`src/hw/mih_pkg.sv`:
```
// Purpose: Constants for the management interrupt handshake block
// Assumes: AXI4-Lite register access, 32-bit data, byte addresses
// Notes: Register offsets and bit positions are shared by design and bench
package mih_pkg;
  // Register byte offsets
  localparam logic [7:0] MIH_OFF_CTRL = 8'h00;
  localparam logic [7:0] MIH_OFF_STAT = 8'h04;
  localparam logic [7:0] MIH_OFF_ENAB = 8'h08;
  // Control register fields
  localparam int MIH_CTRL_GLOBAL_EN = 0;
  localparam int MIH_CTRL_ROUTE = 1;
  localparam int MIH_CTRL_EOH = 2;
  localparam int MIH_CTRL_ARMED = 3;
  // Status register: summary bits start here
  localparam int MIH_STAT_SUM_LSB = 16;
  // Reset values
  localparam logic [31:0] MIH_RST_ZERO = 32'h0000_0000;
  // AXI responses
  localparam logic [1:0] MIH_RESP_OKAY = 2'h0;
  localparam logic [1:0] MIH_RESP_DECERR = 2'h3;
endpackage : mih_pkg

```
`src/hw/mih_core.sv`:
```
// Purpose: Management interrupt generation with end-of-handler handshake
// Assumes: Event pulses come from logic on mclk; AXI4-Lite master on mclk
// Notes: One write and one read handled at a time; no interrupt logic beyond outputs
//
// How it works
// - Management interrupts only arise while the global enable bit is set.
// - An enabled event while the flag is set clears the flag.
// - Interrupt output stays asserted while the flag stays cleared.
// - Events during a cleared flag set status but cause no new assertion.
// - Setting the flag drives the output inactive at least one clock.
// - Flag set with status pending clears it again and re-asserts.
// - Writing the flag takes effect only when all status bits are clear.
// - Summary status bits are group ORs, not writable by software.
// - Route bit sends events to config-power interrupt instead of management.
//
// Our own choices: register access over AXI4-Lite and the register addresses.
module mih_core
  import mih_pkg::*;
#(
  parameter int NUM_EVENTS = 8,
  parameter int GROUP_SIZE = 4,
  parameter int ADDR_W = 8
)
(
  input wire logic mclk, // 125 MHz clock
  input wire logic nrst, // Async reset, active low
  input wire logic [NUM_EVENTS-1:0] event_pulse, // Event sources, one-cycle pulses
  output logic mgmt_interrupt_n, // Management interrupt, active low
  output logic config_power_interrupt, // Config-power interrupt, active high
  input wire logic [ADDR_W-1:0] s_axi_awaddr, // Write address
  input wire logic s_axi_awvalid, // Write address valid
  output logic s_axi_awready, // Write address ready
  input wire logic [31:0] s_axi_wdata, // Write data
  input wire logic [3:0] s_axi_wstrb, // Write strobes
  input wire logic s_axi_wvalid, // Write data valid
  output logic s_axi_wready, // Write data ready
  output logic [1:0] s_axi_bresp, // Write response
  output logic s_axi_bvalid, // Write response valid
  input wire logic s_axi_bready, // Write response ready
  input wire logic [ADDR_W-1:0] s_axi_araddr, // Read address
  input wire logic s_axi_arvalid, // Read address valid
  output logic s_axi_arready, // Read address ready
  output logic [31:0] s_axi_rdata, // Read data
  output logic [1:0] s_axi_rresp, // Read response
  output logic s_axi_rvalid, // Read data valid
  input wire logic s_axi_rready // Read data ready
);

  localparam int NUM_GROUPS = NUM_EVENTS / GROUP_SIZE;

  function automatic logic [31:0] merge_bytes(input logic [31:0] old_val, input logic [31:0] new_val,
                                              input logic [3:0] strb);
    logic [31:0] res;
    res = old_val;
    for (int b = 0; b < 4; b++)
    begin
      if (strb[b])
        res[8*b +: 8] = new_val[8*b +: 8];
    end
    return res;
  endfunction : merge_bytes

  function automatic logic [7:0] word_addr(input logic [ADDR_W-1:0] addr);
    return {addr[7:2], 2'b00};
  endfunction : word_addr

  ////////////////////////////////////////////////////////////////////////////
  // AXI4-Lite write channel
  logic aw_held;
  logic w_held;
  logic [7:0] aw_addr;
  logic [31:0] w_data;
  logic [3:0] w_strb;
  logic do_write;

  assign s_axi_awready = !aw_held && !s_axi_bvalid;
  assign s_axi_wready = !w_held && !s_axi_bvalid;
  assign do_write = aw_held && w_held && !s_axi_bvalid;

  always_ff @(posedge mclk or negedge nrst)
  begin
    if (!nrst)
    begin
      aw_held <= 1'b0;
      w_held <= 1'b0;
      aw_addr <= 8'h00;
      w_data <= MIH_RST_ZERO;
      w_strb <= 4'h0;
      s_axi_bvalid <= 1'b0;
      s_axi_bresp <= MIH_RESP_OKAY;
    end
    else
    begin
      if (s_axi_awvalid && s_axi_awready)
      begin
        aw_held <= 1'b1;
        aw_addr <= word_addr(s_axi_awaddr);
      end
      if (s_axi_wvalid && s_axi_wready)
      begin
        w_held <= 1'b1;
        w_data <= s_axi_wdata;
        w_strb <= s_axi_wstrb;
      end
      if (do_write)
      begin
        aw_held <= 1'b0;
        w_held <= 1'b0;
        s_axi_bvalid <= 1'b1;
        s_axi_bresp <= (aw_addr == MIH_OFF_CTRL || aw_addr == MIH_OFF_STAT || aw_addr == MIH_OFF_ENAB)
                       ? MIH_RESP_OKAY : MIH_RESP_DECERR;
      end
      else if (s_axi_bvalid && s_axi_bready)
        s_axi_bvalid <= 1'b0;
    end
  end

  ////////////////////////////////////////////////////////////////////////////
  // Control, enable and status registers
  logic mgmt_int_global_enable;
  logic acpi_route_select;
  logic end_of_handler_flag;
  logic armed;
  logic [NUM_EVENTS-1:0] event_enable;
  logic [NUM_EVENTS-1:0] status;
  logic [NUM_GROUPS-1:0] summary;
  logic [31:0] ctrl_new;
  logic [31:0] stat_bytes;
  logic [31:0] enab_new;
  logic [NUM_EVENTS-1:0] clear_mask;
  logic eoh_write;
  logic pending;
  logic mgmt_req;

  assign ctrl_new = merge_bytes(MIH_RST_ZERO, w_data, w_strb);
  assign stat_bytes = merge_bytes(MIH_RST_ZERO, w_data, w_strb);
  assign enab_new = merge_bytes({{(32-NUM_EVENTS){1'b0}}, event_enable}, w_data, w_strb);
  assign clear_mask = (do_write && aw_addr == MIH_OFF_STAT) ? stat_bytes[NUM_EVENTS-1:0] : '0;
  assign eoh_write = do_write && aw_addr == MIH_OFF_CTRL && w_strb[0] && ctrl_new[MIH_CTRL_EOH];

  always_ff @(posedge mclk or negedge nrst)
  begin
    if (!nrst)
    begin
      mgmt_int_global_enable <= 1'b0;
      acpi_route_select <= 1'b0;
      event_enable <= '0;
    end
    else if (do_write && aw_addr == MIH_OFF_CTRL && w_strb[0])
    begin
      mgmt_int_global_enable <= ctrl_new[MIH_CTRL_GLOBAL_EN];
      acpi_route_select <= ctrl_new[MIH_CTRL_ROUTE];
    end
    else if (do_write && aw_addr == MIH_OFF_ENAB)
      event_enable <= enab_new[NUM_EVENTS-1:0];
  end

  // Set beats clear so an event in the clearing cycle is kept
  always_ff @(posedge mclk or negedge nrst)
  begin
    if (!nrst)
      status <= '0;
    else
      status <= (status & ~clear_mask) | event_pulse;
  end

  // Summary bits follow children only; writes never reach them
  always_comb
  begin
    for (int g = 0; g < NUM_GROUPS; g++)
      summary[g] = |status[g*GROUP_SIZE +: GROUP_SIZE];
  end

  assign pending = |(status & event_enable);
  assign mgmt_req = mgmt_int_global_enable && !acpi_route_select && pending;

  ////////////////////////////////////////////////////////////////////////////
  // End-of-handler handshake
  always_ff @(posedge mclk or negedge nrst)
  begin
    if (!nrst)
    begin
      end_of_handler_flag <= 1'b0;
      armed <= 1'b0;
    end
    else if (end_of_handler_flag && mgmt_req)
      end_of_handler_flag <= 1'b0;
    else if (eoh_write && status == '0)
    begin
      // A write with any status left is dropped; handler must retry
      end_of_handler_flag <= 1'b1;
      armed <= 1'b1;
    end
  end

  // Registered output gives one inactive cycle after every flag set
  always_ff @(posedge mclk or negedge nrst)
  begin
    if (!nrst)
    begin
      mgmt_interrupt_n <= 1'b1;
      config_power_interrupt <= 1'b0;
    end
    else
    begin
      mgmt_interrupt_n <= !(armed && !end_of_handler_flag);
      config_power_interrupt <= acpi_route_select && pending;
    end
  end

  ////////////////////////////////////////////////////////////////////////////
  // AXI4-Lite read channel
  logic [31:0] read_val;
  logic read_hit;

  always_comb
  begin
    read_val = MIH_RST_ZERO;
    read_hit = 1'b1;
    case (word_addr(s_axi_araddr))
      MIH_OFF_CTRL:
      begin
        read_val[MIH_CTRL_GLOBAL_EN] = mgmt_int_global_enable;
        read_val[MIH_CTRL_ROUTE] = acpi_route_select;
        read_val[MIH_CTRL_EOH] = end_of_handler_flag;
        read_val[MIH_CTRL_ARMED] = armed;
      end
      MIH_OFF_STAT:
      begin
        read_val[NUM_EVENTS-1:0] = status;
        read_val[MIH_STAT_SUM_LSB +: NUM_GROUPS] = summary;
      end
      MIH_OFF_ENAB:
        read_val[NUM_EVENTS-1:0] = event_enable;
      default:
        read_hit = 1'b0;
    endcase
  end

  assign s_axi_arready = !s_axi_rvalid;

  always_ff @(posedge mclk or negedge nrst)
  begin
    if (!nrst)
    begin
      s_axi_rvalid <= 1'b0;
      s_axi_rdata <= MIH_RST_ZERO;
      s_axi_rresp <= MIH_RESP_OKAY;
    end
    else if (s_axi_arvalid && s_axi_arready)
    begin
      s_axi_rvalid <= 1'b1;
      s_axi_rdata <= read_val;
      s_axi_rresp <= read_hit ? MIH_RESP_OKAY : MIH_RESP_DECERR;
    end
    else if (s_axi_rvalid && s_axi_rready)
      s_axi_rvalid <= 1'b0;
  end
endmodule : mih_core

```
`config.mk`:
```
export PLATFORM = sky130hd
export DESIGN_NAME = mih_core
export DESIGN_NICKNAME = d
export VERILOG_FILES = /design/src/hw/mih_pkg.sv /design/src/hw/mih_core.sv
export SDC_FILE = /design/constraint.sdc
export NUM_CORES = 1
export LEC_CHECK = 0
export CAP_MARGIN = 10
export CORE_ASPECT_RATIO = 0.6
export CORE_MARGIN = 10
export CORE_UTILIZATION = 27
export CTS_CLUSTER_DIAMETER = 60
export CTS_CLUSTER_SIZE = 16
export DETAILED_ROUTE_END_ITERATION = 12
export DONT_BUFFER_PORTS = 1
export GPL_TIMING_DRIVEN = 1
export PLACE_DENSITY = 0.4
export SYNTH_ARGS = -nofsm -noshare
export SYNTH_HDL_FRONTEND = slang
export SYNTH_SLANG_ARGS = --single-unit
```
`constraint.sdc`:
```
create_clock -name mclk -period 2.1 [get_ports mclk]
set_input_delay 0.525 -clock mclk [delete_from_list [all_inputs] [get_ports mclk]]
set_output_delay 0.525 -clock mclk [all_outputs]
set_load 0.05 [all_outputs]
```
==> results of run 1 <==
power by group:
| part | switching, W | internal (W) | total (W) |
|---|---|---|---|
| logic | 0.000597 | 0.000394 | 0.000991 |
| registers | 0.000291 | 0.00129 | 0.00159 |
| clock network | 0.000365 | 0.000596 | 0.000961 |
cell usage after synthesis, types with 2 or more instances:
library cell / n / area share [%]
inv_1: 6 / 0.94
and2_1: 3 / 0.79
a21oi_1: 2 / 0.42
dfrtp_1: 52 / 54
mux2_2: 23 / 11
a21o_1: 10 / 3.1
buf_4: 24 / 7.5
nand4_1: 2 / 0.52
a22o_1: 6 / 2.2
a22oi_1: 8 / 2.5
nor2_1: 4 / 0.63
nor2b_1: 2 / 0.52
mux2i_1: 4 / 1.7
clkbuf_1: 4 / 0.63
nor4_1: 3 / 0.79
nand2_1: 22 / 3.5
o21ai_0: 13 / 2.7
sequential cells by signal, indices dropped and copies added, names as in the netlist, 6 cells and up:
signal,cells
aw_addr,6
event_enable,8
s_axi_rdata,10
status,8
w_data,8
cell type report:
| type | count | area [um2] | area share (%) |
|---|---|---|---|
| multi-input cells | 135 | 932 | 34.3 |
| inverters | 6 | 22.5 | 0.828 |
| clock inverters | 1 | 30.0 | 1.10 |
| clock buffers | 7 | 143 | 5.24 |
| well taps | 112 | 140 | 5.15 |
| flip-flops and latches | 53 | 1330 | 48.8 |
| repair buffers | 14 | 125 | 4.60 |
cells in the final DEF (no fill, tap or decap), types with 2 or more instances in the layout:
cell type,synthesis,final
o21ai_0,13,13
a22o_1,6,6
nor2_1,4,2
nor4_1,3,3
a21oi_1,2,2
nand4_1,2,2
conb_1,1,22
clkbuf_16,0,5
a22oi_1,8,8
nand2_1,22,22
and2_1,3,3
buf_4,24,13
dfrtp_1,52,52
mux2_2,23,23
mux2i_1,4,4
inv_1,6,6
nor2b_1,2,2
a21o_1,10,10
layer usage:
metal | track usage (%) | share of wire [%] | up-vias
li1 | - | - | 694
met1 | 13.5 | 52 | 730
met2 | 10.7 | 35 | 54
met3 | 5.35 | 11 | 7
met4 | 2.80 | 1.2 | 0
met5 | 0 | 0 | -
cell families after synthesis:
kind of cell           after synthesis  synth area share (%)
AO/OA/AOI/OAI                       41                  11.6
AND/OR/NAND/NOR                     45                  11.1
flip-flops                          53                  55.6
buffers and inverters               34                  9.11
multiplexers                        27                  12.5
other                                1                 0.157
metrics by stage:
step | utilization (%) | std cells | power (W) | setup slack [ns] | area [um2]
6_report | 31.8 | 328 | 0.00354 | 0.180 | 2720
5_1_grt | 31.8 | 328 | 0.00375 | 0.130 | 2720
4_1_cts | 31.8 | 328 | 0.00359 | 0.192 | 2720
3_5_place_dp | 29.5 | 319 | 0.00258 | 0.202 | 2520
3_3_place_gp | 29.5 | 319 | 0.00257 | 0.191 | 2520
2_1_floorplan | - | 222 | 0.00236 | 0.0467 | 2480
critical path: stages, from the launching register on:
cell and delay (ns):
dfrtp_1 0.38, or4_4 0.60, nor4b_4 0.26, buf_4 0.22, mux2_2 0.34
final timing paths:
| kind | startpoint | end | slack, ns | depth (start not counted) |
|---|---|---|---|---|
| worst min-delay path | nrst | mgmt_interrupt_n | 0.08 | 0 |
| min in group mclk | event_pulse[1] | status[1] | 0.32 | 1 |
| worst max-delay path | aw_addr[5] | event_enable[6] | 0.18 | 4 |
| max in group asynchronous | nrst | s_axi_rdata[1] | 1.78 | 1 |
| worst max register to register | aw_addr[5] | event_enable[6] | 0.18 | 4 |
| worst min register to register | armed | mgmt_interrupt_n | 0.44 | 1 |
==> metrics.md, run 1 <==
| Metric | Value |
|---|---|
| CTS hold repair buffers | 1 |
| Die area | around 13000 um2 |
| Gr ovfl total | 0 |
| Peak VDD IR | ~620 uV |
| IO Pins | 110 |
| # diodes | 0 |
| Routed via count | 1485 |
| Initial DRC Count | 86 |
| Area grow syn2layout | 13.9% |
| Fin Setup TNS | 0 ns |
| DR DRC count | 0 |
| Overall routing resource usage | 9.28% |
| Fin crit share | about nine tenths |
| RSZ-0062 raised after global routing | false |
| Clock buffer depth | 2 |
| Vias per cell | between 4 and 5 |
| Syn Area/Cell | roughly 12 um2 |
| First-pass GRT wire length | 9.30 mm |
| GP Congestion | 0.722 |
| Post-CTS Setup Inserts | 0 |
| HPWL Detailed | 4.53 mm |
| Worst min path class | input pin to asynchronous set/reset pin |
| Ys Warns | 0 |
| Initial antenna violation count | 0 |
| Final ANT Viol Nets | 0 |
| Most used DFF post-synth | dfrtp_1 |
| Mean routed wirelength per cell | between 15 and 20 um |
| Clk Latency, worst-skew pair | 0.29 ns |
| Final setup fails | 0 |
| Peak Freq | 521 MHz |
| Gates resized, CTS repair | 0 |
| Final WL | 5.93 mm |
| Measured slew at the worst slew-check pin | between 0.5 and 0.6 ns |
| Final net count | between 200 and 300 |
| Crit path DAT | around 2.1 ns |
| Leakage power | 1.19 nW |
| Sink Count | 53 |
| Fill cells | between 800 and 900 |
| CTS tree | built |
| Mapped Cells | 201 |
| Initial core utilization | 27.9% |
| Sequential area share after synthesis | 55.6% |
| Post-synth EDFFs | 0 |
| CP max FO | 8 |
| Cell Rows | 26 |
| Worst setup SP type | flip-flop |
| Fin Clk Skew | 0.00724 ns |
| Distinct cells, synth | 30 |
| Max-slew headroom | 65.3% |
| H-Tree Depth | 2 |
| Width of the die | ~140 um |
| Synth async-reset ratio | 100% |
| First-pass DRT Iterations | 4 |
| Setup crit end kind | flip-flop |
| CP Class | flip-flop to flip-flop |
| Slew Viols, Final | 0 |
| Required @ worst endpoint | 2.28 ns |
| Root Buffer Master | clkbuf_16 |
| Status | complete, no violations |
| Fraction of layout cells with a size suffix above 1 | around a quarter |
| Max-cap check violation count | 0 |
| Fin. Hold Viols | 0 |
| Largest net degree at the start of global routing | 53 |
| Die height | 92.9 um |
| Port Buf Inserts | 0 |
| Vias in the first global route | approximately 1500 |
| Yosys reg bits | 53 |
| Final min period | 1.92 ns |
| Num CTS Buffers | 5 |
| Mapped Area | ~2400 um2 |
| Core Box Area | about 8600 um2 |
| Power Dens Cells | 1300 nW/um2 |
| Worst-path clk slew | 0.07 ns |
| Min Hold Slack | 0.0760 ns |
Note: power is estimated with default switching activity, not from simulation.
==> inputs of run 2 (changes only) <==
CTS_BUF_LIST = sky130_fd_sc_hd__clkbuf_8   (was unset)
SLEW_MARGIN = 10   (was unset)
==> metrics.md, run 2 (synthesis results as in run 1) <==
| Metric | Value |
|---|---|
| Status | complete, no violations (unchanged) |
| Reg with most FFs | s_axi_rdata (unchanged) |
| Routed via count | 1488 (was 1485) |
| CP Class | flip-flop to flip-flop (unchanged) |
| Clock share of power | 21.9% (was 27.2%) |
| Leakage power | 1.16 nW (was 1.19 nW) |
| Slew Viols, Final | 0 (unchanged) |
| Peak Freq | 522 MHz (was 521 MHz) |
| DR DRC count | 0 (unchanged) |
| Initial core utilization | 27.9% (unchanged) |
| Setup crit end kind | flip-flop (unchanged) |
| Met2 Track Usage GR | 11.0% (was 10.7%) |
| Sw frac | 37.2% (was 35.4%) |
| Fin crit share | 91.2% (was 91.4%) |
| Fin Setup TNS | 0 ns (unchanged) |
| Worst-path clk slew | 0.09 ns (was 0.07 ns) |
| Overall routing resource usage | 9.27% (was 9.28%) |
| Vias in the first global route | 1554 (was 1521) |
| Num CTS Buffers | 5 (unchanged) |
| Most frequent cells in the layout | 52 x dfrtp_1, 23 x mux2_2, 22 x nand2_1, 22 x conb_1 (unchanged) |
| Die area | 13100 um2 (unchanged) |
| Top Usage Layer GRT | met1 (unchanged) |
| Root Buffer Master | clkbuf_8 (was clkbuf_16) |
| Cell-internal power | 0.00207 W (was 0.00228 W) |
| Max-cap check violation count | 0 (unchanged) |
| Worst setup SP type | flip-flop (unchanged) |
| Worst min path class | input pin to asynchronous set/reset pin (unchanged) |
| Final setup fails | 0 (unchanged) |
| Die height | 92.9 um (unchanged) |
| Inst Count DP | 319 (unchanged) |
| Gate power share | 30.1% (was 28.0%) |
| Flop pwr share | 48.1% (was 44.8%) |
| Commonest non-fill, non-tap cell in the layout | dfrtp_1 (unchanged) |
| Final min period | 1.92 ns (about the same) |
| CTS tree | built (unchanged) |
| Required @ worst endpoint | 2.30 ns (was 2.28 ns) |
| Clk Latency, worst-skew pair | 0.31 ns (was 0.29 ns) |
| First-pass GRT wire length | 9.36 mm (was 9.30 mm) |
| Crit path DAT | 2.12 ns (was 2.10 ns) |
| Non-Filler Instances | 328 (unchanged) |
| Psw | 0.00122 W (was 0.00125 W) |
| Initial DRC Count | 78 (was 86) |
| Cell Rows | 26 (unchanged) |
| Sink Count | 53 (unchanged) |
| Final ANT Viol Nets | 0 (unchanged) |
| H-Tree Depth | 2 (unchanged) |
| Fraction of layout cells with a size suffix above 1 | 23.6% (unchanged) |
| Met1 usage | 13.4% (was 13.5%) |
| # diodes | 0 (unchanged) |
| Vias per cell | 4.54 (was 4.53) |
| Width of the die | 141 um (unchanged) |
| Final WL | 5.93 mm (about the same) |
| Fill cells | 894 (was 886) |
| Clock buffer depth | 2 (unchanged) |
| HPWL Detailed | 4.53 mm (unchanged) |
| Mean routed wirelength per cell | 18.1 um (about the same) |
| CP max FO | 8 (unchanged) |
| GP Congestion | 0.722 (unchanged) |
| Peak VDD IR | 605 uV (was 622 uV) |
| Max-slew headroom | 65.3% (about the same) |
| First-pass DRT Iterations | 4 (unchanged) |
| Tot Pwr | 0.00330 W (was 0.00354 W) |
| Port Buf Inserts | 0 (unchanged) |
| Post-CTS Setup Inserts | 0 (unchanged) |
| Fin. Hold Viols | 0 (unchanged) |
| Fin Clk Skew | 0.00703 ns (was 0.00724 ns) |
| Gr ovfl total | 0 (unchanged) |
| Measured slew at the worst slew-check pin | 0.520 ns (about the same) |
| IO Pins | 110 (unchanged) |
| RSZ-0062 raised after global routing | false (unchanged) |
| Initial antenna violation count | 0 (unchanged) |
| Power Dens Cells | 1240 nW/um2 (was 1300 nW/um2) |
| Final net count | 282 (unchanged) |
| Core Box Area | 8560 um2 (unchanged) |
| M3 GR Usage | 5.35% (unchanged) |
| Largest net degree at the start of global routing | 53 (unchanged) |
| Area grow syn2layout | 11.5% (was 13.9%) |
| Largest register FFs | 10 (unchanged) |
## run 2: cell types whose count changed in the layout (fill, tap and decap cells not counted), sizes merged
cell and change:
inv +1, clkbuf -1
## run 2: area by class of cell
class                      count  area, um2  share of cell area (%)
clock buffer                   6       82.6                    3.10
sequential                    53       1330                    49.8
timing repair buffer          14        125                    4.70
inverter                       6       22.5                   0.845
clock inverter                 2       33.8                    1.27
multi-input combinational    135        932                    35.0
tap                          112        140                    5.26
## run 2: per-stage QoR
| step | hold slack [ns] | utilization (%) | cell area (um2) | setup slack [ns] |
|---|---|---|---|---|
| floorplan | 0.229 | - | 2480 | 0.0467 |
| global placement | 0.231 | 29.5 | 2520 | 0.191 |
| detailed placement | 0.231 | 29.5 | 2520 | 0.202 |
| CTS | 0.0344 | 31.1 | 2660 | 0.189 |
| global route | 0.0247 | 31.1 | 2660 | 0.130 |
| finish | 0.0520 | 31.1 | 2660 | 0.184 |
## run 2: critical path, stage by stage (launching register included)
cell and delay (ns):
dfrtp_1 0.39, or4_4 0.60, nor4b_4 0.26, buf_4 0.21, mux2_2 0.34
## run 2: final timing paths
path                                start               end  slack (ns)  cells after the start
hold reg to reg                     armed  mgmt_interrupt_n        0.45                      1
min in group mclk          event_pulse[1]         status[1]        0.30                      1
setup reg to reg               aw_addr[5]   event_enable[6]        0.18                      4
setup / recovery               aw_addr[5]   event_enable[6]        0.18                      4
hold / removal                       nrst  mgmt_interrupt_n        0.05                      0
max in group asynchronous            nrst    s_axi_rdata[1]        1.80                      1
## run 2: per-layer routing
metal | routed length (um) | vias up
li1 | - | 692
met1 | 3060 | 737
met2 | 2120 | 49
met4 | 59 | 0
met5 | 0 | -
met3 | 689 | 10
## run 2: power groups by stage
stage	sequential, W	combinational (W)	clock [W]
floorplan	0.00159	0.000769	0
global placement	0.00160	0.000964	0
detailed placement	0.00160	0.000980	0
CTS	0.00159	0.00101	0.000756
global route	0.00163	0.00109	0.000793
finish	0.00158	0.000991	0.000720
## run 2: timing repair
item | CTS | global route
setup endpoints to repair | 0 | 0
resized for setup | 0 | 0
endpoints found under the hold margin | 52 | 0
hold buffers | 1 | 0
